## config.mk

```make
export PLATFORM = sky130hd
export DESIGN_NAME = rail2_phase_shed_loop_ctrl
export DESIGN_NICKNAME = d
export VERILOG_FILES = /design/src/hw/shed_pkg.sv /design/src/hw/rail2_phase_shed_loop_ctrl.sv /design/src/hw/hold_timer.sv
export SDC_FILE = /design/constraint.sdc
export NUM_CORES = 1
export LEC_CHECK = 0
export BUFFER_PORTS_ARGS = -buffer_cell sky130_fd_sc_hd__buf_4
export CAP_MARGIN = 5
export CORE_MARGIN = 10
export CORE_UTILIZATION = 64
export DETAILED_ROUTE_END_ITERATION = 10
export GPL_ROUTABILITY_DRIVEN = 0
export PLACE_DENSITY = 0.8
export REMOVE_ABC_BUFFERS = 1
export SYNTH_ARGS = -nofsm -noshare
export SYNTH_HDL_FRONTEND = slang
export SYNTH_SLANG_ARGS = --single-unit
```

## constraint.sdc

```tcl
create_clock -name clk -period 8.3 [get_ports clk]
set_input_delay 0.415 -clock clk [delete_from_list [all_inputs] [get_ports clk]]
set_output_delay 0.415 -clock clk [all_outputs]
set_load 0.005 [all_outputs]
```

## src/hw/shed_pkg.sv

```systemverilog
// Constants, field layout and carrier types for the rail 2 shedding control
package shed_pkg;
   // Page-1 command codes
   localparam logic [7:0]  OFS_SHED_THRESHOLD   = 8'hae;
   localparam logic [7:0]  OFS_SHED_TIMING_EXIT = 8'haf;
   localparam logic [7:0]  OFS_SHED_EXIT_DETECT = 8'hb0;
   localparam logic [7:0]  OFS_FREQ_BALANCE     = 8'hb1;
   localparam logic [7:0]  OFS_OUTPUT_LOOP      = 8'hb2;
   localparam logic [15:0] RST_REG              = 16'h0000;
   localparam logic [15:0] OUTPUT_LOOP_WMASK    = 16'hcfff;
   // Threshold register fields
   localparam int HYST_INC_LSB     = 14;
   localparam int HYST_BASE_LSB    = 10;
   localparam int LEVEL_INC_LSB    = 4;
   localparam int LEVEL_BASE_LSB   = 0;
   // Timing and exit register fields
   localparam int OCP_DELAY_LSB    = 12;
   localparam int OCP_FULL_BIT     = 11;
   localparam int OCP_SINGLE_BIT   = 10;
   localparam int UV_EXIT_BIT      = 9;
   localparam int FREQ_RISE_BIT    = 8;
   localparam int FREQ_COEF_LSB    = 5;
   localparam int ENTRY_DELAY_LSB  = 0;
   // Exit detect register fields
   localparam int OFFTIME_EN_BIT   = 15;
   localparam int INTERVAL_EN_BIT  = 14;
   localparam int OFFTIME_CNT_LSB  = 11;
   localparam int RUNTIME_LSB      = 7;
   localparam int INTERVAL_CNT_LSB = 4;
   localparam int DROP_IVL_LSB     = 0;
   // Frequency and balance loop fields
   localparam int FREQ_EN_BIT      = 15;
   localparam int FREQ_TRANS_BIT   = 14;
   localparam int FREQ_PHASE_BIT   = 13;
   localparam int FREQ_VID_BIT     = 12;
   localparam int FREQ_HOLD_LSB    = 8;
   localparam int BAL_EN_BIT       = 7;
   localparam int BAL_PERIOD_BIT   = 6;
   localparam int BAL_PHASE_BIT    = 5;
   localparam int BAL_VID_BIT      = 4;
   localparam int BAL_HOLD_LSB     = 0;
   // Output loop fields
   localparam int VID_STEP_LSB     = 14;
   localparam int SENSE_GAIN_LSB   = 10;
   localparam int AMP_SEL_BIT      = 9;
   localparam int AVS_GAIN_LSB     = 0;
   // Timing
   localparam int CLK_NS           = 20;
   localparam int OCP_STEP_NS      = 100;
   localparam int DROP_STEP_NS     = 2500;
   localparam int RUNTIME_STEP_NS  = 20000;
   localparam int HOLD_STEP_NS     = 100000;
   localparam int OCP_STEP_CYC     = (OCP_STEP_NS + CLK_NS - 1) / CLK_NS;
   localparam int DROP_STEP_CYC    = (DROP_STEP_NS + CLK_NS - 1) / CLK_NS;
   localparam int RUNTIME_STEP_CYC = (RUNTIME_STEP_NS + CLK_NS - 1) / CLK_NS;
   localparam int HOLD_STEP_CYC    = (HOLD_STEP_NS + CLK_NS - 1) / CLK_NS;
   // VID step in units of 1/1024 mV
   localparam logic [13:0] VID_STEP_6P25  = 14'h1900;
   localparam logic [13:0] VID_STEP_5P0   = 14'h1400;
   localparam logic [13:0] VID_STEP_1P95  = 14'h07d0;
   localparam logic [13:0] VID_STEP_3P91  = 14'h0fa0;
   localparam logic [7:0]  FREQ_LIM_BASE  = 8'h28;
   localparam logic [7:0]  FREQ_LIM_STEP  = 8'h14;
   localparam int          AVS_SHIFT_FINE   = 4;
   localparam int          AVS_SHIFT_COARSE = 5;

   typedef enum logic [1:0] {ST_FULL = 2'b01, ST_SHED = 2'b10} shed_state_e;

   typedef struct packed {
      logic per_phase_overcurrent;
      logic uv_low;
      logic freq_rise;
      logic pwm1_cycle;
      logic offtime_met;
      logic pwm_np_cycle;
      logic interval_met;
      logic transient;
      logic period_met;
      logic vid_change;
      logic single_phase;
   } shed_evt_s;

   typedef struct packed {
      logic [13:0] vid_step;
      logic        vid_step_invalid;
      logic [1:0]  sense_gain;
      logic        amp_input_sel;
   } vout_cfg_s;
endpackage : shed_pkg

```

## src/hw/rail2_phase_shed_loop_ctrl.sv

```systemverilog
// Rail 2 phase-shedding, frequency and balance loop control with its command registers
// Notes on behaviour
// AVS current report scaled by 11-bit gain
// Hysteresis equals phases times increment plus base
// Shed level equals phases times increment plus base
// Overcurrent exit waits count times 100 ns
// Overcurrent forces full phase when enabled
// Overcurrent exits in single phase when enabled
// Undervoltage forces full phase when enabled
// Frequency rise exits shedding when enabled
// Frequency limit 40 to 180 percent
// Enter after current below level N reports
// First phase off time can end shedding
// Phase interval time can end shedding
// Consecutive condition count reaching threshold exits
// Hold full phase after frequency exit
// Drop one phase per 2.5 us step
// Frequency loop runs when enabled
// Frequency loop held on enabled events
// Frequency hold lasts count times 100 us
// Balance loop enable and hold events
// Balance hold lasts count times 100 us
// VID step decoded per sense gain
// Sense gain and amplifier input select
// Drop mode: one by one or direct
// AVS resolution 160 or 320 mA
// Exit beats entry in same cycle
`timescale 1ns/1ps
module rail2_phase_shed_loop_ctrl #(
   parameter int HOLD_STEP_CYC = shed_pkg::HOLD_STEP_CYC
) (
   input  wire logic              clk,
   input  wire logic              rst_b,
   input  wire logic              cmd_wr,
   input  wire logic              cmd_rd,
   input  wire logic [7:0]        cmd_code,
   input  wire logic [15:0]       cmd_wdata,
   output logic [15:0]            cmd_rdata,
   output logic                   cmd_rvalid,
   output logic                   cmd_nack,
   input  wire logic [3:0]        phase_num_cfg,
   input  wire logic              phase_drop_mode,
   input  wire logic              avs_res_sel,
   input  wire logic [7:0]        iout_a,
   input  wire logic              iout_strobe,
   input  wire shed_pkg::shed_evt_s evt,
   output logic                   shed_active,
   output logic [3:0]             phase_target,
   output logic [7:0]             freq_limit_pct,
   output logic                   freq_loop_run,
   output logic                   balance_loop_run,
   output logic [15:0]            avs_current_report,
   output shed_pkg::vout_cfg_s    vout_cfg
);
   localparam int TW = 20;

   logic [15:0]           thr_r;
   logic [15:0]           tim_r;
   logic [15:0]           det_r;
   logic [15:0]           loop_r;
   logic [15:0]           out_r;
   shed_pkg::shed_state_e state_r;
   logic [3:0]            phase_target_r;
   logic [3:0]            target_prev_r;
   logic [4:0]            below_cnt_r;
   logic [2:0]            off_cnt_r;
   logic [2:0]            ivl_cnt_r;
   logic [7:0]            freq_limit_pct_r;
   logic                  freq_loop_run_r;
   logic                  balance_loop_run_r;
   logic [15:0]           avs_r;
   shed_pkg::vout_cfg_s   vout_cfg_r;
   logic [15:0]           cmd_rdata_r;
   logic                  cmd_rvalid_r;
   logic                  cmd_nack_r;
   logic [9:0]            level_now;
   logic [9:0]            hyst_now;
   logic [3:0]            fit_now;
   logic                  in_shed;
   logic                  enter_ok;
   logic                  exit_ocp;
   logic                  exit_uv;
   logic                  exit_fs;
   logic                  exit_cur;
   logic                  exit_any;
   logic                  off_hit;
   logic                  ivl_hit;
   logic                  phase_chg;
   logic                  freq_evt;
   logic                  bal_evt;
   logic                  ocp_busy;
   logic                  ocp_done;
   logic                  rt_busy;
   logic                  drop_busy;
   logic                  drop_done;
   logic                  drop_req;
   logic                  freq_busy;
   logic                  bal_busy;
   logic [18:0]           avs_prod;

   function automatic logic [9:0] shed_level(input logic [3:0] n, input logic [5:0] inc,
                                             input logic [3:0] base);
      return 10'(n) * 10'(inc) + 10'(base);
   endfunction : shed_level

   // Fewest phases whose level still exceeds the load
   function automatic logic [3:0] fit_phases(input logic [7:0] amps, input logic [5:0] inc,
                                             input logic [3:0] base, input logic [3:0] maxp);
      logic [3:0] n;
      int         k;
      n = maxp;
      for (k = 15; k >= 1; k--)
      begin
         if (4'(k) <= maxp && {2'b00, amps} < shed_level(4'(k), inc, base))
            n = 4'(k);
      end
      return n;
   endfunction : fit_phases

   function automatic logic is_mapped(input logic [7:0] code);
      return code == shed_pkg::OFS_SHED_THRESHOLD || code == shed_pkg::OFS_SHED_TIMING_EXIT ||
             code == shed_pkg::OFS_SHED_EXIT_DETECT || code == shed_pkg::OFS_FREQ_BALANCE ||
             code == shed_pkg::OFS_OUTPUT_LOOP;
   endfunction : is_mapped

   // Command writes
   always_ff @(posedge clk)
   begin
      if (!rst_b)
      begin
         thr_r  <= shed_pkg::RST_REG;
         tim_r  <= shed_pkg::RST_REG;
         det_r  <= shed_pkg::RST_REG;
         loop_r <= shed_pkg::RST_REG;
         out_r  <= shed_pkg::RST_REG;
      end
      else if (cmd_wr)
      begin
         case (cmd_code)
            shed_pkg::OFS_SHED_THRESHOLD:   thr_r  <= cmd_wdata;
            shed_pkg::OFS_SHED_TIMING_EXIT: tim_r  <= cmd_wdata;
            shed_pkg::OFS_SHED_EXIT_DETECT: det_r  <= cmd_wdata;
            shed_pkg::OFS_FREQ_BALANCE:     loop_r <= cmd_wdata;
            shed_pkg::OFS_OUTPUT_LOOP:      out_r  <= cmd_wdata & shed_pkg::OUTPUT_LOOP_WMASK;
            default:                        out_r  <= out_r;
         endcase
      end
   end

   // Command reads, one cycle after the request
   always_ff @(posedge clk)
   begin
      if (!rst_b)
      begin
         cmd_rdata_r  <= 16'h0000;
         cmd_rvalid_r <= 1'b0;
         cmd_nack_r   <= 1'b0;
      end
      else
      begin
         cmd_rvalid_r <= cmd_rd;
         cmd_nack_r   <= (cmd_rd || cmd_wr) && !is_mapped(cmd_code);
         if (cmd_rd)
         begin
            case (cmd_code)
               shed_pkg::OFS_SHED_THRESHOLD:   cmd_rdata_r <= thr_r;
               shed_pkg::OFS_SHED_TIMING_EXIT: cmd_rdata_r <= tim_r;
               shed_pkg::OFS_SHED_EXIT_DETECT: cmd_rdata_r <= det_r;
               shed_pkg::OFS_FREQ_BALANCE:     cmd_rdata_r <= loop_r;
               shed_pkg::OFS_OUTPUT_LOOP:      cmd_rdata_r <= out_r;
               default:                        cmd_rdata_r <= 16'h0000;
            endcase
         end
      end
   end

   assign in_shed   = (state_r == shed_pkg::ST_SHED);
   assign level_now = shed_level(phase_target_r, thr_r[shed_pkg::LEVEL_INC_LSB +: 6],
                                 thr_r[shed_pkg::LEVEL_BASE_LSB +: 4]);
   assign hyst_now  = shed_level(phase_target_r, {4'h0, thr_r[shed_pkg::HYST_INC_LSB +: 2]},
                                 thr_r[shed_pkg::HYST_BASE_LSB +: 4]);
   assign fit_now   = fit_phases(iout_a, thr_r[shed_pkg::LEVEL_INC_LSB +: 6],
                                 thr_r[shed_pkg::LEVEL_BASE_LSB +: 4], phase_num_cfg);

   // Entry qualification over current reports
   always_ff @(posedge clk)
   begin
      if (!rst_b)
         below_cnt_r <= 5'h00;
      else if (in_shed)
         below_cnt_r <= 5'h00;
      else if (iout_strobe)
      begin
         if ({2'b00, iout_a} < level_now)
            below_cnt_r <= (below_cnt_r == 5'h1f) ? below_cnt_r : below_cnt_r + 5'h01;
         else
            below_cnt_r <= 5'h00;
      end
   end

   assign enter_ok = !rt_busy && phase_num_cfg > 4'h1 && below_cnt_r != 5'h00 &&
                     below_cnt_r >= tim_r[shed_pkg::ENTRY_DELAY_LSB +: 5];

   // Consecutive off-time and interval conditions
   always_ff @(posedge clk)
   begin
      if (!rst_b || !in_shed)
         off_cnt_r <= 3'h0;
      else if (evt.pwm1_cycle)
         off_cnt_r <= !evt.offtime_met ? 3'h0 :
                      (off_cnt_r == 3'h7) ? off_cnt_r : off_cnt_r + 3'h1;
   end

   always_ff @(posedge clk)
   begin
      if (!rst_b || !in_shed)
         ivl_cnt_r <= 3'h0;
      else if (evt.pwm_np_cycle)
         ivl_cnt_r <= !evt.interval_met ? 3'h0 :
                      (ivl_cnt_r == 3'h7) ? ivl_cnt_r : ivl_cnt_r + 3'h1;
   end

   assign off_hit = det_r[shed_pkg::OFFTIME_EN_BIT] &&
                    det_r[shed_pkg::OFFTIME_CNT_LSB +: 3] != 3'h0 &&
                    off_cnt_r >= det_r[shed_pkg::OFFTIME_CNT_LSB +: 3];
   assign ivl_hit = det_r[shed_pkg::INTERVAL_EN_BIT] &&
                    det_r[shed_pkg::INTERVAL_CNT_LSB +: 3] != 3'h0 &&
                    ivl_cnt_r >= det_r[shed_pkg::INTERVAL_CNT_LSB +: 3];

   // Exit causes
   assign exit_ocp = ocp_done && (tim_r[shed_pkg::OCP_FULL_BIT] ||
                     (tim_r[shed_pkg::OCP_SINGLE_BIT] && evt.single_phase));
   assign exit_uv  = tim_r[shed_pkg::UV_EXIT_BIT] && evt.uv_low;
   assign exit_fs  = (tim_r[shed_pkg::FREQ_RISE_BIT] && evt.freq_rise) || off_hit || ivl_hit;
   assign exit_cur = iout_strobe && {2'b00, iout_a} >= level_now + hyst_now;
   assign exit_any = exit_ocp || exit_uv || exit_fs || exit_cur;

   hold_timer #(.W(TW)) u_ocp_timer (
      .clk    (clk),
      .rst_b  (rst_b),
      .start  (evt.per_phase_overcurrent && !ocp_busy),
      .cycles (TW'(tim_r[shed_pkg::OCP_DELAY_LSB +: 4]) * TW'(shed_pkg::OCP_STEP_CYC)),
      .busy   (ocp_busy),
      .done   (ocp_done)
   );

   hold_timer #(.W(TW)) u_runtime_timer (
      .clk    (clk),
      .rst_b  (rst_b),
      .start  (in_shed && exit_fs),
      .cycles (TW'(det_r[shed_pkg::RUNTIME_LSB +: 4]) * TW'(shed_pkg::RUNTIME_STEP_CYC)),
      .busy   (rt_busy),
      .done   ()
   );

   assign drop_req = in_shed && !phase_drop_mode && phase_target_r > fit_now && !drop_busy;

   hold_timer #(.W(TW)) u_drop_timer (
      .clk    (clk),
      .rst_b  (rst_b),
      .start  (drop_req),
      .cycles (TW'(det_r[shed_pkg::DROP_IVL_LSB +: 4]) * TW'(shed_pkg::DROP_STEP_CYC)),
      .busy   (drop_busy),
      .done   (drop_done)
   );

   // Shedding state
   always_ff @(posedge clk)
   begin
      if (!rst_b)
         state_r <= shed_pkg::ST_FULL;
      else
      begin
         case (state_r)
            shed_pkg::ST_FULL:
               if (enter_ok && !exit_any)
                  state_r <= shed_pkg::ST_SHED;
            shed_pkg::ST_SHED:
               if (exit_any)
                  state_r <= shed_pkg::ST_FULL;
            default:
               state_r <= shed_pkg::ST_FULL;
         endcase
      end
   end

   // Active phase target
   always_ff @(posedge clk)
   begin
      if (!rst_b)
         phase_target_r <= 4'h0;
      else if (!in_shed || exit_any)
         phase_target_r <= phase_num_cfg;
      else if (phase_drop_mode)
         phase_target_r <= fit_now;
      else if (drop_done && phase_target_r > fit_now)
         phase_target_r <= phase_target_r - 4'h1;
   end

   always_ff @(posedge clk)
   begin
      if (!rst_b)
         target_prev_r <= 4'h0;
      else
         target_prev_r <= phase_target_r;
   end

   assign phase_chg = phase_target_r != target_prev_r;
   assign freq_evt  = (loop_r[shed_pkg::FREQ_TRANS_BIT] && evt.transient) ||
                      (loop_r[shed_pkg::FREQ_PHASE_BIT] && phase_chg) ||
                      (loop_r[shed_pkg::FREQ_VID_BIT] && evt.vid_change);
   assign bal_evt   = (loop_r[shed_pkg::BAL_PERIOD_BIT] && evt.period_met) ||
                      (loop_r[shed_pkg::BAL_PHASE_BIT] && phase_chg) ||
                      (loop_r[shed_pkg::BAL_VID_BIT] && evt.vid_change);

   hold_timer #(.W(TW)) u_freq_hold (
      .clk    (clk),
      .rst_b  (rst_b),
      .start  (freq_evt),
      .cycles (TW'(loop_r[shed_pkg::FREQ_HOLD_LSB +: 4]) * TW'(HOLD_STEP_CYC)),
      .busy   (freq_busy),
      .done   ()
   );

   hold_timer #(.W(TW)) u_bal_hold (
      .clk    (clk),
      .rst_b  (rst_b),
      .start  (bal_evt),
      .cycles (TW'(loop_r[shed_pkg::BAL_HOLD_LSB +: 4]) * TW'(HOLD_STEP_CYC)),
      .busy   (bal_busy),
      .done   ()
   );

   // Loop run flags
   always_ff @(posedge clk)
   begin
      if (!rst_b)
      begin
         freq_loop_run_r    <= 1'b0;
         balance_loop_run_r <= 1'b0;
      end
      else
      begin
         freq_loop_run_r    <= loop_r[shed_pkg::FREQ_EN_BIT] && !freq_busy && !freq_evt;
         balance_loop_run_r <= loop_r[shed_pkg::BAL_EN_BIT] && !bal_busy && !bal_evt;
      end
   end

   // AVS current report
   assign avs_prod = 19'(iout_a) * 19'(out_r[shed_pkg::AVS_GAIN_LSB +: 11]);
   always_ff @(posedge clk)
   begin
      if (!rst_b)
         avs_r <= 16'h0000;
      else if (iout_strobe)
         avs_r <= avs_res_sel ? 16'(avs_prod >> shed_pkg::AVS_SHIFT_COARSE) :
                                16'(avs_prod >> shed_pkg::AVS_SHIFT_FINE);
   end

   // Output loop decode and frequency limit
   always_ff @(posedge clk)
   begin
      if (!rst_b)
      begin
         vout_cfg_r       <= '0;
         freq_limit_pct_r <= 8'h00;
      end
      else
      begin
         vout_cfg_r.sense_gain       <= out_r[shed_pkg::SENSE_GAIN_LSB +: 2];
         vout_cfg_r.amp_input_sel    <= out_r[shed_pkg::AMP_SEL_BIT];
         vout_cfg_r.vid_step_invalid <= out_r[shed_pkg::VID_STEP_LSB + 1];
         if (out_r[shed_pkg::VID_STEP_LSB +: 2] == 2'b01)
            vout_cfg_r.vid_step <= shed_pkg::VID_STEP_5P0;
         else if (out_r[shed_pkg::VID_STEP_LSB +: 2] != 2'b00)
            vout_cfg_r.vid_step <= 14'h0000;
         else if (out_r[shed_pkg::SENSE_GAIN_LSB +: 2] == 2'b10)
            vout_cfg_r.vid_step <= shed_pkg::VID_STEP_1P95;
         else if (out_r[shed_pkg::SENSE_GAIN_LSB +: 2] == 2'b11)
            vout_cfg_r.vid_step <= shed_pkg::VID_STEP_3P91;
         else
            vout_cfg_r.vid_step <= shed_pkg::VID_STEP_6P25;
         freq_limit_pct_r <= shed_pkg::FREQ_LIM_BASE +
                             8'(tim_r[shed_pkg::FREQ_COEF_LSB +: 3]) * shed_pkg::FREQ_LIM_STEP;
      end
   end

   assign cmd_rdata          = cmd_rdata_r;
   assign cmd_rvalid         = cmd_rvalid_r;
   assign cmd_nack           = cmd_nack_r;
   assign shed_active        = in_shed;
   assign phase_target       = phase_target_r;
   assign freq_limit_pct     = freq_limit_pct_r;
   assign freq_loop_run      = freq_loop_run_r;
   assign balance_loop_run   = balance_loop_run_r;
   assign avs_current_report = avs_r;
   assign vout_cfg           = vout_cfg_r;
endmodule : rail2_phase_shed_loop_ctrl

```

## src/hw/hold_timer.sv

```systemverilog
// Reloadable down-counter that marks a held interval and its end
`timescale 1ns/1ps
module hold_timer #(
   parameter int W = 20
) (
   input  wire logic         clk,
   input  wire logic         rst_b,
   input  wire logic         start,
   input  wire logic [W-1:0] cycles,
   output logic              busy,
   output logic              done
);
   logic [W-1:0] count_r;

   // Start reloads, so a new event extends the hold
   always_ff @(posedge clk)
   begin
      if (!rst_b)
         count_r <= '0;
      else if (start)
         count_r <= cycles;
      else if (count_r != '0)
         count_r <= count_r - W'(1);
   end

   assign busy = (count_r != '0);
   assign done = (!start && count_r == W'(1)) || (start && cycles == '0);
endmodule : hold_timer

```

**After elaboration in Yosys (flattened, before gate mapping)**

Index checks and enable logic that the tools add are counted.

- $add $sub $neg: 28
- Multipliers: 20
- Div/mod/pow operators: 0
- $lt $le $gt $ge: 37
- Equality and inequality tests: 21
- Shifts and indexed selects: 0
- Multiplexer cells: 43
- Bitwise logic cells: 1
- Reduce and logical (&&, ||, !) cells: 116

Operators with widths:

| kind | count |
|---|---|
| 8-bit by 10-bit less-than comparator with 1-bit output | 12 |
| 20-bit nonzero test | 5 |
| 20-bit by 1-bit subtractor with 20-bit output, second input constant | 5 |
| 10-bit by 4-bit adder with 10-bit output | 8 |
| 16-bit case mux with 5 select lines | 1 |
| 4-bit two-way mux | 18 |
| 17-bit two-way mux | 4 |
| 13-bit two-way mux | 4 |
| 1-bit logical AND | 49 |
| 9-bit by 4-bit adder with 10-bit output | 4 |
| 20-bit by 1-bit == test with 1-bit output, second input constant | 2 |
| 8-bit == test, second input constant | 5 |
| 20-bit zero test | 2 |
| 4-bit by 6-bit multiplier with 10-bit output, first input constant | 4 |
| 3-bit by 6-bit multiplier with 9-bit output, first input constant | 4 |
| 4-bit less-or-equal comparator, first input constant | 8 |
| 4-bit by 10-bit multiplier with 14-bit output, second input constant | 2 |
| 14-bit two-way mux | 2 |
| 2-bit by 6-bit multiplier with 8-bit output, first input constant | 3 |
| 4-bit by 7-bit multiplier with 11-bit output, second input constant | 2 |
| 11-bit two-way mux | 2 |
| 1-bit logical OR | 19 |
| 8-bit by 11-bit multiplier with 19-bit output | 1 |
| 8-bit by 4-bit adder with 9-bit output | 2 |
| other kinds (44) | 98 |

- Register bits after elaboration: 261
- Latch bits: 0
- RAM bits: 0
- Bits in read-only memories: 0
- Bits of input ports: 54
- Output and inout bits: 67
- Word-level logic and storage cells: 300
- Memories kept: 0

**Longest topological paths before layout**

Gate-level depths: netlist of run 1.

- Depth after elaboration: 29
- Gate-level depth with buffers: 29
- Mapped depth without buffers: 29

**Cells and area by module**

Synthesis of run 1 repeated with hierarchy kept, for this count alone.

- Cells, all modules: 3118
- Area total of the unflattened synthesis: 25597.0 um2

By module, submodules not included:

| module | instances | cells each | area an instance (um2) | seq. area each (um2) |
|---|---|---|---|---|
| rail2_phase_shed_loop_ctrl | 1 | 2338 | 19547.5 | 3022.9 |
| hold_timer | 5 | 156 | 1209.9 | 400.4 |

**Worst setup path before layout of run 1**

OpenSTA, ideal clock, no wires.

- Kind: reg2reg
- Start point: register thr_r[5]
- End point: register phase_target_r[0], in the netlist phase_target[0]
- Setup time: 0.136 ns
- Arrival: 6.202 ns
- Required time: 8.164 ns
- Slack: 1.962 ns
- Cell stages (with the launch flop): 25
- Buffers on the path: 0
- Clock period less this slack: 6.338 ns
- Path through: dfxtp_1 -> fa_1 -> inv_1 -> fa_1 -> fa_1 -> nand2b_1 -> a21oi_1 -> a21oi_1 -> o21ai_0 -> o211ai_1 -> ha_1 -> o21a_1 -> nor2_1 -> a2111oi_0 -> a211oi_1 -> or4_1 -> ha_1 -> a21o_1 -> o21ai_0 -> nor4_1 -> mux2i_1 -> a21oi_1 -> and3b_1 -> a2bb2oi_1 -> a221oi_2

- Word-level cells in the longest chain between the ends: 27
- Elaborated cells on any way between the ends: 89
- Those cells by class: add/sub: 17; mul: 12; order compare: 17; mux: 17; reduce/logical: 26

Ends and longest elaborated chain:

| element | line | RTL |
|---|---|---|
| start: declaration | rail2_phase_shed_loop_ctrl.sv:57 | `logic [15:0] thr_r;` |
| start signal: assignment | rail2_phase_shed_loop_ctrl.sv:131 | `thr_r <= shed_pkg::RST_REG;` |
| start signal: assignment | rail2_phase_shed_loop_ctrl.sv:140 | `shed_pkg::OFS_SHED_THRESHOLD: thr_r <= cmd_wdata;` |
| 4-bit by 6-bit multiplier with 10-bit output | rail2_phase_shed_loop_ctrl.sv:103 | `return 10'(n) * 10'(inc) + 10'(base);` |
| 10-bit by 4-bit adder with 10-bit output | rail2_phase_shed_loop_ctrl.sv:103 |  |
| 8-bit by 10-bit less-than comparator with 1-bit output | rail2_phase_shed_loop_ctrl.sv:114 | `if (4'(k) <= maxp && {2'b00, amps} < shed_level(4'(k), inc, base))` |
| 1-bit logical AND | rail2_phase_shed_loop_ctrl.sv:114 |  |
| 4-bit two-way mux (15 in series) | rail2_phase_shed_loop_ctrl.sv:114 |  |
| 4-bit > comparator | rail2_phase_shed_loop_ctrl.sv:256, rail2_phase_shed_loop_ctrl.sv:296 |  |
| 1-bit logical AND (2 in series) | rail2_phase_shed_loop_ctrl.sv:256 | `assign drop_req = in_shed && !phase_drop_mode && phase_target_r > fit_now && !drop_busy;` |
| 1-bit zero test | hold_timer.sv:27 | `assign done = (!start && count_r == W'(1)) \|\| (start && cycles == '0);` |
| 1-bit logical AND | hold_timer.sv:27 |  |
| 1-bit logical OR | hold_timer.sv:27 |  |
| 1-bit logical AND | rail2_phase_shed_loop_ctrl.sv:296 | `else if (drop_done && phase_target_r > fit_now)` |
| 3-bit nonzero test (no source line) | - |  |
| end signal: assignment | rail2_phase_shed_loop_ctrl.sv:293 | `phase_target_r <= phase_num_cfg;` |
| end signal: assignment | rail2_phase_shed_loop_ctrl.sv:295 | `phase_target_r <= fit_now;` |
| end signal: assignment | rail2_phase_shed_loop_ctrl.sv:297 | `phase_target_r <= phase_target_r - 4'h1;` |
| end: declaration | rail2_phase_shed_loop_ctrl.sv:63 | `logic [3:0] phase_target_r;` |

Several ways; a longest one is shown, not always the timed one.
A chain may end at the register's enable or synchronous reset.

**Final worst setup path of run 1**

Same ends and word-level chain as after synthesis.

==> run metrics, run 1 <==
Die Area 0.04654 mm2; input/output buffers 112; element type at the critical path end flip-flop; fmax 132.0 MHz; post-route standard cell area excluding fillers 0.02670 mm2; layout cell share with drive strength beyond 1 7.131%; post-synthesis instance area 0.02452 mm2; count of mapped cells out of synthesis 2988; count of final setup violators 0; net count reported at finish 3580; classification of the worst-slack hold path in -> reg; HPWL Detailed 51600 um; Std-Cell Core Area 0.03776 mm2; clock sinks 251; Post-synth EDFFs 0; unrepaired setup endpoints after global routing no; most common cell after layout, fill and taps aside sky130_fd_sc_hd__nand2_1; sw power 1.611 mW; mean number of vias per cell 6.206; Initial Utilization 64.94%; switching part of the total 35.73%; fraction of synthesized cell area taken by the top area cell type 20.49%; minimum clock period 7.575 ns; # rows 71; Reg clk slew, reported paths 0.07 ns; top library cells by usage in the layout, fill and taps aside sky130_fd_sc_hd__nand2_1 (366), sky130_fd_sc_hd__ha_1 (355), sky130_fd_sc_hd__inv_1 (253); maximum number of pins on one net before global-route repair 86; predominant post-synthesis flop cell sky130_fd_sc_hd__dfxtp_1; most used cell, CP sky130_fd_sc_hd__ha_1; final worst clock skew 0.01328 ns; pre-CTS setup slack 0.9591 ns; biggest area consumer among synthesized cells sky130_fd_sc_hd__dfxtp_1; global-route wire length before repair 112900 um; Buf/Inv on CP 2; cells resized by post-CTS repair 0; GRT overflow 0; level count of the clock H-tree 1; Fill cells 2954; Final Max Slew Viols 0; Max clock buf depth 3; die extent in y 215.7 um; Netlist cell types 89; setup repair bufs after CTS 0; number of hold-slack violations in the final timing report 0; Seq/Total Area, Yosys 20.49%; sort of element at the start of the critical path flip-flop; CP arrival 8.00 ns; Max-slew headroom 24.94%; power density of the placed cells 168.9 mW/mm2; number of optimization iterations in the first detailed-route pass 6; internal power of the cells 2.897 mW; part of the total power dissipated in combinational logic 33.7%; via count of the routed design 22150; all-layer global routing usage 28.95%; cell at the slowest stage of the critical path sky130_fd_sc_hd__o311ai_0; IR drop worst, VDD 0.1738 mV; I/O pin count 121; final antenna-violating net count 0; post-synthesis sequential element count 251; detailed-route wire length per cell 19.36 um; number of antenna violations at the first check in global routing 1; horizontal die dimension 215.7 um; Mapped Avg Cell Area 8.206 um2; ranking of synthesized cells by area sky130_fd_sc_hd__dfxtp_1 (20%), sky130_fd_sc_hd__ha_1 (18%), sky130_fd_sc_hd__fa_1 (11%), sky130_fd_sc_hd__nand2_1 (5.6%), sky130_fd_sc_hd__a21oi_1 (4.8%); post-layout utilization of the core 70.71%; clock network power share 31.1%; slew at the pin closest to its max-slew limit 1.112 ns; number of buffers inserted during clock tree synthesis 27; maxcap violations 0; detailed-route DRC error count 0; delay of the slowest cell on the worst path 0.91 ns; sequential group share of total power 35.2%; cell chosen for the clock root sky130_fd_sc_hd__clkbuf_16; via count of the first global-routing pass 22320; cell family with the largest share of critical-path delay compound AO/OA/AOI/OAI gates; worst path setup slack after routing 0.7254 ns; placed instance area 0.02567 mm2; insertion delay to the later sink of the worst-skew pair 0.58 ns; result of the run finished, final reports clean; Total Negative Setup Slacks 0 ns; standby leakage power 12.30 nW; clock tree from TritonCTS built; peak fanout along the critical path 15; number of buffers added to fix hold violations after cts 0; CP Data Required Time 8.72 ns; post-synthesis to final-layout area growth 8.879%; async set-or-reset flop fraction in the synthesized netlist 0%; share of the cycle needed by the critical path after routing 91.26%; total power of the final layout 4.508 mW; first-iteration detailed-routing DRC count 1809; total wirelength of the detailed-routed design 69090 um; critical setup path kind reg -> reg; count of yosys warnings during synthesis 0
## registers in the layout, indices dropped and copies added, names as in the netlist
name	flops
u_bal_hold.count_r	20
u_drop_timer.count_r	20
u_freq_hold.count_r	20
u_ocp_timer.count_r	20
u_runtime_timer.count_r	20
cmd_rdata	16
det_r	16
loop_r	16
thr_r	16
tim_r	16
avs_current_report	15
out_r	14
vout_cfg	11
freq_limit_pct	6
below_cnt_r	5
phase_target	4
target_prev_r	4
ivl_cnt_r	3
off_cnt_r	3
state_r	2
balance_loop_run	1
cmd_nack	1
cmd_rvalid	1
freq_loop_run	1
## cell usage after synthesis, types with 6 or more instances
| cell type | count |
|---|---|
| sky130_fd_sc_hd__nor4_1 | 25 |
| sky130_fd_sc_hd__o211ai_1 | 13 |
| sky130_fd_sc_hd__and3_1 | 16 |
| sky130_fd_sc_hd__or4_1 | 13 |
| sky130_fd_sc_hd__a211oi_1 | 61 |
| sky130_fd_sc_hd__nor2_1 | 213 |
| sky130_fd_sc_hd__nand2b_1 | 39 |
| sky130_fd_sc_hd__fa_1 | 134 |
| sky130_fd_sc_hd__and2_1 | 76 |
| sky130_fd_sc_hd__ha_1 | 355 |
| sky130_fd_sc_hd__nor4b_1 | 6 |
| sky130_fd_sc_hd__o21a_1 | 16 |
| sky130_fd_sc_hd__nor3_1 | 72 |
| sky130_fd_sc_hd__xnor2_1 | 103 |
| sky130_fd_sc_hd__mux2_2 | 6 |
| sky130_fd_sc_hd__buf_1 | 6 |
| sky130_fd_sc_hd__or3_1 | 34 |
| sky130_fd_sc_hd__o311ai_0 | 6 |
| sky130_fd_sc_hd__xor2_1 | 78 |
| sky130_fd_sc_hd__buf_4 | 10 |
| sky130_fd_sc_hd__a21o_1 | 39 |
| sky130_fd_sc_hd__nand4_1 | 14 |
| sky130_fd_sc_hd__a21oi_1 | 237 |
| sky130_fd_sc_hd__and4_1 | 8 |
| sky130_fd_sc_hd__dfxtp_1 | 251 |
| sky130_fd_sc_hd__a22oi_1 | 27 |
| sky130_fd_sc_hd__a211o_1 | 7 |
| sky130_fd_sc_hd__or2_2 | 11 |
| sky130_fd_sc_hd__a31oi_1 | 19 |
| sky130_fd_sc_hd__inv_1 | 253 |
| sky130_fd_sc_hd__o2111ai_1 | 8 |
| sky130_fd_sc_hd__nand2_1 | 366 |
| sky130_fd_sc_hd__o21bai_1 | 10 |
| sky130_fd_sc_hd__nor2b_1 | 37 |
| sky130_fd_sc_hd__o31ai_1 | 12 |
| sky130_fd_sc_hd__o31a_1 | 10 |
| sky130_fd_sc_hd__o21ai_0 | 123 |
| sky130_fd_sc_hd__mux2i_1 | 28 |
| sky130_fd_sc_hd__clkbuf_1 | 93 |
| sky130_fd_sc_hd__nand3_1 | 57 |
## metal layers
layer	global-route usage [%]	vias to the layer above	share of wire, %
met2	48.68	899	47
met4	15.04	2	5.4
li1	-	10420	-
met3	5.497	242	8.0
met5	0	-	0.019
met1	34.56	10590	40
## final cells by class
cell class                 count  area (um2)  share of cell area (%)
tap                          511       639.4                   2.395
multi-input combinational   2378       18110                   67.85
sequential                   251        5025                   18.82
inverter                     255       959.7                   3.595
antenna                        1       2.502                0.009374
timing repair buffer         124       930.9                   3.487
clock inverter                19       309.0                   1.158
clock buffer                  30       716.9                   2.686
## worst reg2reg max path: cells and delay by family (launching register included)
family / cells / cell delay [ns]
mux: 1 / 0.23
flops: 1 / 0.81
fa+ha+maj: 6 / 2.11
xor+xnor: 1 / 0.14
buf+inv: 2 / 0.10
simple gates: 5 / 0.75
compound gates: 13 / 3.27
## worst paths after layout
check / start / endpoint / slack, ns / depth (start not counted)
setup / recovery: thr_r[5] / phase_target[0] / 0.73 / 28
hold / removal: cmd_wdata[13] / tim_r[13] / 0.12 / 3
setup reg to reg: thr_r[5] / phase_target[0] / 0.73 / 28
hold reg to reg: thr_r[13] / thr_r[13] / 0.46 / 2
## power groups by stage
stage | Clock, mW | Sequential [mW] | Combinational (mW)
after floorplan | 0 | 1.56 | 1.15
after global placement | 0 | 1.59 | 1.42
after detailed placement | 0 | 1.60 | 1.48
after CTS | 1.41 | 1.58 | 1.51
after global routing | 1.46 | 1.61 | 1.72
final | 1.40 | 1.59 | 1.52
## stage by stage
stage	instances	hold slack, ns
2_1_floorplan	2884	0.4299
3_3_place_gp	3519	0.4417
3_5_place_dp	3519	0.4465
4_1_cts	3568	0.1095
5_1_grt	3568	0.1274
6_report	3569	0.1224
## cell families (layout without fill, tap and decap cells)
kind of cell	count (synthesis)	after routing	share of synthesized area, %
XOR/XNOR	181	181	6.466
multiplexers	34	34	1.419
AO/OA/AOI/OAI	644	644	16.55
buffers and inverters	366	428	5.766
flip-flops	251	251	20.49
other	1	9	0.01529
adder cells (fa/ha/maj)	489	489	29.06
AND/OR/NAND/NOR	1022	1022	20.23
Power figures use the tool's default switching activity.
==> run 2: changes to the inputs <==
--- a/config.mk
+++ b/config.mk
@@ -13,6 +13,7 @@
 export GPL_ROUTABILITY_DRIVEN = 0
 export PLACE_DENSITY = 0.8
 export REMOVE_ABC_BUFFERS = 1
+export SKIP_CTS_REPAIR_TIMING = 1
 export SYNTH_ARGS = -nofsm -noshare
 export SYNTH_HDL_FRONTEND = slang
 export SYNTH_SLANG_ARGS = --single-unit
==> constraint.sdc (replaced) <==
create_clock -name clk -period 7.6 [get_ports clk]
set_input_delay 0.38 -clock clk [delete_from_list [all_inputs] [get_ports clk]]
set_output_delay 0.38 -clock clk [all_outputs]
set_load 0.005 [all_outputs]
==> run 2 against run 1 <==
Via count is essentially flat. Worst hold slack lost 0.041 ns. Design area is essentially flat. Power grew 6.1%. Maximum frequency grew 4.2%. First-iteration DRC count shrank 1.0%. Largest power group unchanged. Highest routed layer is now met4.
==> run metrics, run 2 (synthesized netlist as in run 1, its figures left out) <==
slew at the pin closest to its max-slew limit 1.071 ns (-0.04103 ns); CP arrival 7.70 ns (-0.30 ns); net count reported at finish 3589 (+0.25%); number of cells on the worst hold path 3 (unchanged); most common cell after layout, fill and taps aside sky130_fd_sc_hd__nand2_1; Final Max Slew Viols 0 (unchanged); classification of the worst-slack hold path in -> reg; delay of the slowest cell on the worst path 0.75 ns (-0.16 ns); Total Negative Setup Slacks 0 ns (unchanged); number of hold-slack violations in the final timing report 0 (unchanged); top library cells by usage in the layout, fill and taps aside sky130_fd_sc_hd__nand2_1 (366), sky130_fd_sc_hd__ha_1 (355), sky130_fd_sc_hd__inv_1 (253); antenna cells 0 (-1); Initial Utilization 64.94% (unchanged); final antenna-violating net count 0 (unchanged); GRT overflow 0 (unchanged); number of antenna violations at the first check in global routing 0 (-1); HPWL Detailed 50790 um (-1.6%); post-synthesis to final-layout area growth 8.890% (about the same); global-route wire length before repair 109100 um (-3.4%); result of the run finished, final reports clean; share of the cycle needed by the critical path after routing 95.69% (+4.4 points); horizontal die dimension 215.7 um (unchanged); cell count of the worst reg-to-reg path 24 (-14%); clock sinks 251 (unchanged); sort of element at the start of the critical path flip-flop; pre-CTS setup slack 0.4425 ns (-0.5166 ns); IR drop worst, VDD 0.1777 mV (+2.3%); clock tree from TritonCTS built; post-layout utilization of the core 70.71% (about the same); Reg clk slew, reported paths 0.07 ns (about the same); level count of the clock H-tree 1 (unchanged); Die Area 0.04654 mm2 (unchanged); count of final setup violators 0 (unchanged); worst path setup slack after routing 0.3276 ns (-0.3979 ns); critical setup path kind reg -> reg; insertion delay to the later sink of the worst-skew pair 0.59 ns (about the same); input/output buffers 112 (unchanged); Max clock buf depth 3 (unchanged); total wirelength of the detailed-routed design 67040 um (-3.0%); number of buffers inserted during clock tree synthesis 28 (+3.7%); power density of the placed cells 179.2 mW/mm2 (+6.1%); standby leakage power 12.34 nW (+0.30%); Std-Cell Core Area 0.03776 mm2 (unchanged); maxcap violations 0 (unchanged); cell at the slowest stage of the critical path sky130_fd_sc_hd__a2111oi_0; via count of the first global-routing pass 21950 (-1.7%); CP Data Required Time 8.03 ns (-0.69 ns); layout cell share with drive strength beyond 1 7.399% (+0.27 points); I/O pin count 121 (unchanged); die extent in y 215.7 um (unchanged); element type at the critical path end flip-flop; cell chosen for the clock root sky130_fd_sc_hd__clkbuf_16; detailed-route wire length per cell 18.73 um (-3.2%); number of optimization iterations in the first detailed-route pass 6 (unchanged); via count of the routed design 22170 (+0.081%); peak fanout along the critical path 10 (-5); unrepaired setup endpoints after global routing no; all-layer global routing usage 27.86% (-1.1 points); cell-by-cell listing of the critical path fa_1 -> inv_1 -> fa_1 -> fa_1 -> nand2b_1 -> a21oi_1 -> a21oi_1 -> o21ai_0 -> o211ai_1 -> ha_1 -> o21a_1 -> nor2_1 -> a2111oi_0 -> a211oi_1 -> or4_1 -> ha_1 -> a21o_1 -> o21ai_0 -> nor4_1 -> mux2i_1 -> a21oi_1 -> and3b_1 -> a2bb2oi_1 -> a221oi_2; final worst clock skew 0.04196 ns (+0.02868 ns); first-iteration detailed-routing DRC count 1791 (-1.0%); Max-slew headroom 28.47% (+3.5 points); detailed-route DRC error count 0 (unchanged); # rows 71 (unchanged); maximum number of pins on one net before global-route repair 86 (unchanged); fmax 137.5 MHz (+4.2%); mean number of vias per cell 6.194 (-0.20%); minimum clock period 7.272 ns (-0.3021 ns)
## run 2: changes by cell type in the layout (fill, tap and decap cells not counted), sizes merged
cell / delta
diode: -1
clkbuf: +9
bufinv: -5
clkinv: +6
clkinvlp: -5
buf: +8
inv: -2
## run 2: worst paths after layout
path / to / slack, ns / startpoint
worst min-delay path: loop_r[13] / 0.08 / cmd_wdata[13]
worst max register to register: phase_target[0] / 0.33 / thr_r[5]
worst max-delay path: phase_target[0] / 0.33 / thr_r[5]
worst min register to register: thr_r[13] / 0.46 / thr_r[13]
## run 2: routing by layer
layer  global-route usage (%)  share of wire (%)
met4                    12.63                4.7
met1                    33.61                 40
met2                    48.08                 48
met3                    4.182                8.1
met5                        0                  0
## run 2: through the flow
step | instance area, um2 | instances | total power [mW] | hold slack (ns)
2_1_floorplan | 24090 | 2884 | 2.963 | 0.4299
5_1_grt | 26700 | 3579 | 5.078 | 0.09071
3_3_place_gp | 25730 | 3527 | 3.285 | 0.4416
4_1_cts | 26700 | 3579 | 4.778 | 0.06667
3_5_place_dp | 25730 | 3527 | 3.359 | 0.4490
6_report | 26700 | 3579 | 4.784 | 0.08185
## run 2: final cells by class
| type | count | area, um2 |
|---|---|---|
| multi-input cells | 2378 | 18110 |
| flip-flops and latches | 251 | 5026 |
| clock buffers | 39 | 822.0 |
| well taps | 511 | 639.4 |
| clock inverters | 13 | 147.6 |
| fillers | 2943 | 11060 |
| inverters | 255 | 959.7 |
| repair buffers | 132 | 991.0 |
## run 2: critical path, delay by kind of cell, from the launching register on
family | cells | cell delay [ns]
adders and majority gates | 5 | 2.05
and+or+nand+nor | 5 | 1.09
buffers and inverters | 1 | 0.09
AOI/OAI and AO/OA | 12 | 2.89
DFF | 1 | 0.73
muxes | 1 | 0.25
## run 2: power by group
group	leakage, nW	switching (mW)	internal, mW	total, mW
logic	9.81	0.938	0.712	1.65
clock network	0.486	0.586	0.827	1.41
registers	2.05	0.193	1.53	1.72
total	12.3	1.72	3.07	4.78
==> run 3: changes to the inputs <==
--- a/config.mk
+++ b/config.mk
@@ -12,6 +12,7 @@
 export DETAILED_ROUTE_END_ITERATION = 10
 export GPL_ROUTABILITY_DRIVEN = 0
 export PLACE_DENSITY = 0.8
+export RECOVER_POWER = 100
 export REMOVE_ABC_BUFFERS = 1
 export SKIP_CTS_REPAIR_TIMING = 1
 export SYNTH_ARGS = -nofsm -noshare
==> run 3 against run 2 <==
The flow now finishes with violations (capacitance limit, slew limit). Worst hold slack improved by 0.0013 ns. First-iteration DRC count decreased by 5.8%. Sequential cell count unchanged. Core utilization decreased by 0.20 points. Maximum frequency increased by 1.2%. Power decreased by 0.40%. Largest power group unchanged. Highest routed layer unchanged.
==> run metrics, run 3 (synthesized netlist as in run 1, its figures left out) <==
cell chosen for the clock root sky130_fd_sc_hd__clkbuf_16; die extent in y 215.7 um (unchanged); antenna cells 0 (unchanged); Die Area 0.04654 mm2 (unchanged); met2 Usage GRT 48.08% (unchanged); failing checks capacitance limit, slew limit; peak fanout along the critical path 10 (unchanged); CP Data Required Time 8.00 ns (-0.03 ns); global routing's busiest layer met2; number of buffers inserted during clock tree synthesis 28 (unchanged); cell count after placement 3527 (unchanged); I/O pin count 121 (unchanged); level count of the clock H-tree 1 (unchanged); clock sinks 251 (unchanged); net count reported at finish 3589 (unchanged); input/output buffers 112 (unchanged); HPWL Detailed 50790 um (unchanged); slew at the pin closest to its max-slew limit 2.858 ns (+1.787 ns); insertion delay to the later sink of the worst-skew pair 0.59 ns (about the same); Total Negative Setup Slacks 0 ns (unchanged); global-route track usage on met1 33.61% (unchanged); sequential group share of total power 36.1% (about the same); layout cell share with drive strength beyond 1 6.780% (-0.62 points); Max clock buf depth 3 (unchanged); pre-CTS setup slack 0.4425 ns (unchanged); Reg clk slew, reported paths 0.07 ns (about the same); IR drop worst, VDD 0.1758 mV (-1.1%); final-layout worst hold slack 0.08320 ns (+0.001348 ns); count of non-filler cells in the finished layout 3579 (unchanged); clock network power share 29.5% (about the same); total wirelength of the detailed-routed design 66990 um (about the same); via count of the first global-routing pass 21950 (unchanged); result of the run finished, violations left; worst path setup slack after routing 0.4135 ns (+0.08594 ns); mean number of vias per cell 6.188 (about the same); horizontal die dimension 215.7 um (unchanged); clock tree from TritonCTS built; final worst clock skew 0.03986 ns (-0.002100 ns); detailed-route wire length per cell 18.72 um (about the same); number of optimization iterations in the first detailed-route pass 6 (unchanged); power density of the placed cells 179.0 mW/mm2 (-0.12%); Std-Cell Core Area 0.03776 mm2 (unchanged); share of the cycle needed by the critical path after routing 94.56% (-1.1 points); unrepaired setup endpoints after global routing no; post-layout utilization of the core 70.51% (-0.20 points); sw power 1.710 mW (-0.45%); post-route standard cell area excluding fillers 0.02662 mm2 (-0.29%); Initial Utilization 64.94% (unchanged); first-iteration detailed-routing DRC count 1687 (-5.8%); CP arrival 7.58 ns (-0.12 ns); total power of the final layout 4.765 mW (-0.40%); count of final setup violators 0 (unchanged); number of hold-slack violations in the final timing report 0 (unchanged); standby leakage power 12.24 nW (-0.83%); global-route wire length before repair 109100 um (unchanged); detailed-route DRC error count 0 (unchanged); element type at the critical path end flip-flop; placed instance area 0.02573 mm2 (unchanged); # rows 71 (unchanged); post-synthesis to final-layout area growth 8.578%; GRT overflow 0 (unchanged); minimum clock period 7.187 ns (-0.08594 ns); fmax 139.2 MHz (+1.2%); via count of the routed design 22150 (-0.095%); fraction of met3 tracks used by global routing 4.182% (unchanged); part of the total power dissipated in combinational logic 34.3% (-0.2 points); top library cells by usage in the layout, fill and taps aside sky130_fd_sc_hd__nand2_1 (367), sky130_fd_sc_hd__ha_1 (355), sky130_fd_sc_hd__inv_1 (253); sort of element at the start of the critical path flip-flop; maximum number of pins on one net before global-route repair 86 (unchanged); switching part of the total 35.89% (about the same); Max-slew headroom -91.59% (-120 points); final antenna-violating net count 0 (unchanged); critical setup path kind reg -> reg; most common cell after layout, fill and taps aside sky130_fd_sc_hd__nand2_1; classification of the worst-slack hold path in -> reg; number of antenna violations at the first check in global routing 0 (unchanged); Final Max Slew Viols 210 (+210); all-layer global routing usage 27.86% (unchanged); internal power of the cells 3.055 mW (-0.38%); maxcap violations 3 (+3)
run 3: changes by cell type in the layout (fill, tap and decap cells not counted), sizes merged:
cell      previous run  this run
buf                132        72
clkinvlp             0         1
clkbuf              39        99
inv                255       254
run 3: path summary, 6_finish.rpt:
kind,start,end,slack [ns],depth (start not counted)
min reg2reg,avs_current_report[14],avs_current_report[14],0.46,2
max reg2reg,thr_r[5],phase_target[0],0.41,24
max,thr_r[5],phase_target[0],0.41,24
min,cmd_wdata[13],loop_r[13],0.08,3
run 3: power groups by stage:
stage	logic, mW	registers, mW	clock network (mW)
detailed placement	1.62	1.74	0
CTS	1.64	1.72	1.42
finish	1.64	1.72	1.41
global route	1.84	1.75	1.47
global placement	1.56	1.73	0
floorplan	1.26	1.71	0
run 3: per-layer routing:
layer / routed length [um] / vias up
met3: 4905 / 222
li1: - / 10450
met1: 27000 / 10580
met5: 0 / -
met2: 31940 / 896
met4: 3142 / 0
run 3: area by class of cell:
class | count | area, um2
clock buffers | 39 | 822.0
flip-flops and latches | 251 | 5026
clock inverters | 13 | 147.6
well taps | 511 | 639.4
inverters | 255 | 958.4
multi-input cells | 2378 | 18100
repair buffers | 132 | 928.4
fillers | 2967 | 11130
run 3: critical path: stages (launching register included):
cell and delay (ns):
sky130_fd_sc_hd__dfxtp_1 0.72, sky130_fd_sc_hd__fa_1 0.56, sky130_fd_sc_hd__inv_1 0.09, sky130_fd_sc_hd__fa_1 0.44, sky130_fd_sc_hd__fa_1 0.42, sky130_fd_sc_hd__nand2b_1 0.16
sky130_fd_sc_hd__a21oi_1 0.21, sky130_fd_sc_hd__a21oi_1 0.13, sky130_fd_sc_hd__o21ai_0 0.16, sky130_fd_sc_hd__o211ai_1 0.11, sky130_fd_sc_hd__ha_1 0.31, sky130_fd_sc_hd__o21a_1 0.12
sky130_fd_sc_hd__nor2_1 0.03, sky130_fd_sc_hd__a2111oi_0 0.72, sky130_fd_sc_hd__a211oi_1 0.31, sky130_fd_sc_hd__or4_1 0.58, sky130_fd_sc_hd__ha_1 0.32, sky130_fd_sc_hd__a21o_1 0.17
sky130_fd_sc_hd__o21ai_0 0.40, sky130_fd_sc_hd__nor4_1 0.08, sky130_fd_sc_hd__mux2i_1 0.25, sky130_fd_sc_hd__a21oi_1 0.16, sky130_fd_sc_hd__and3b_1 0.23, sky130_fd_sc_hd__a2bb2oi_1 0.21
sky130_fd_sc_hd__a221oi_2 0.08
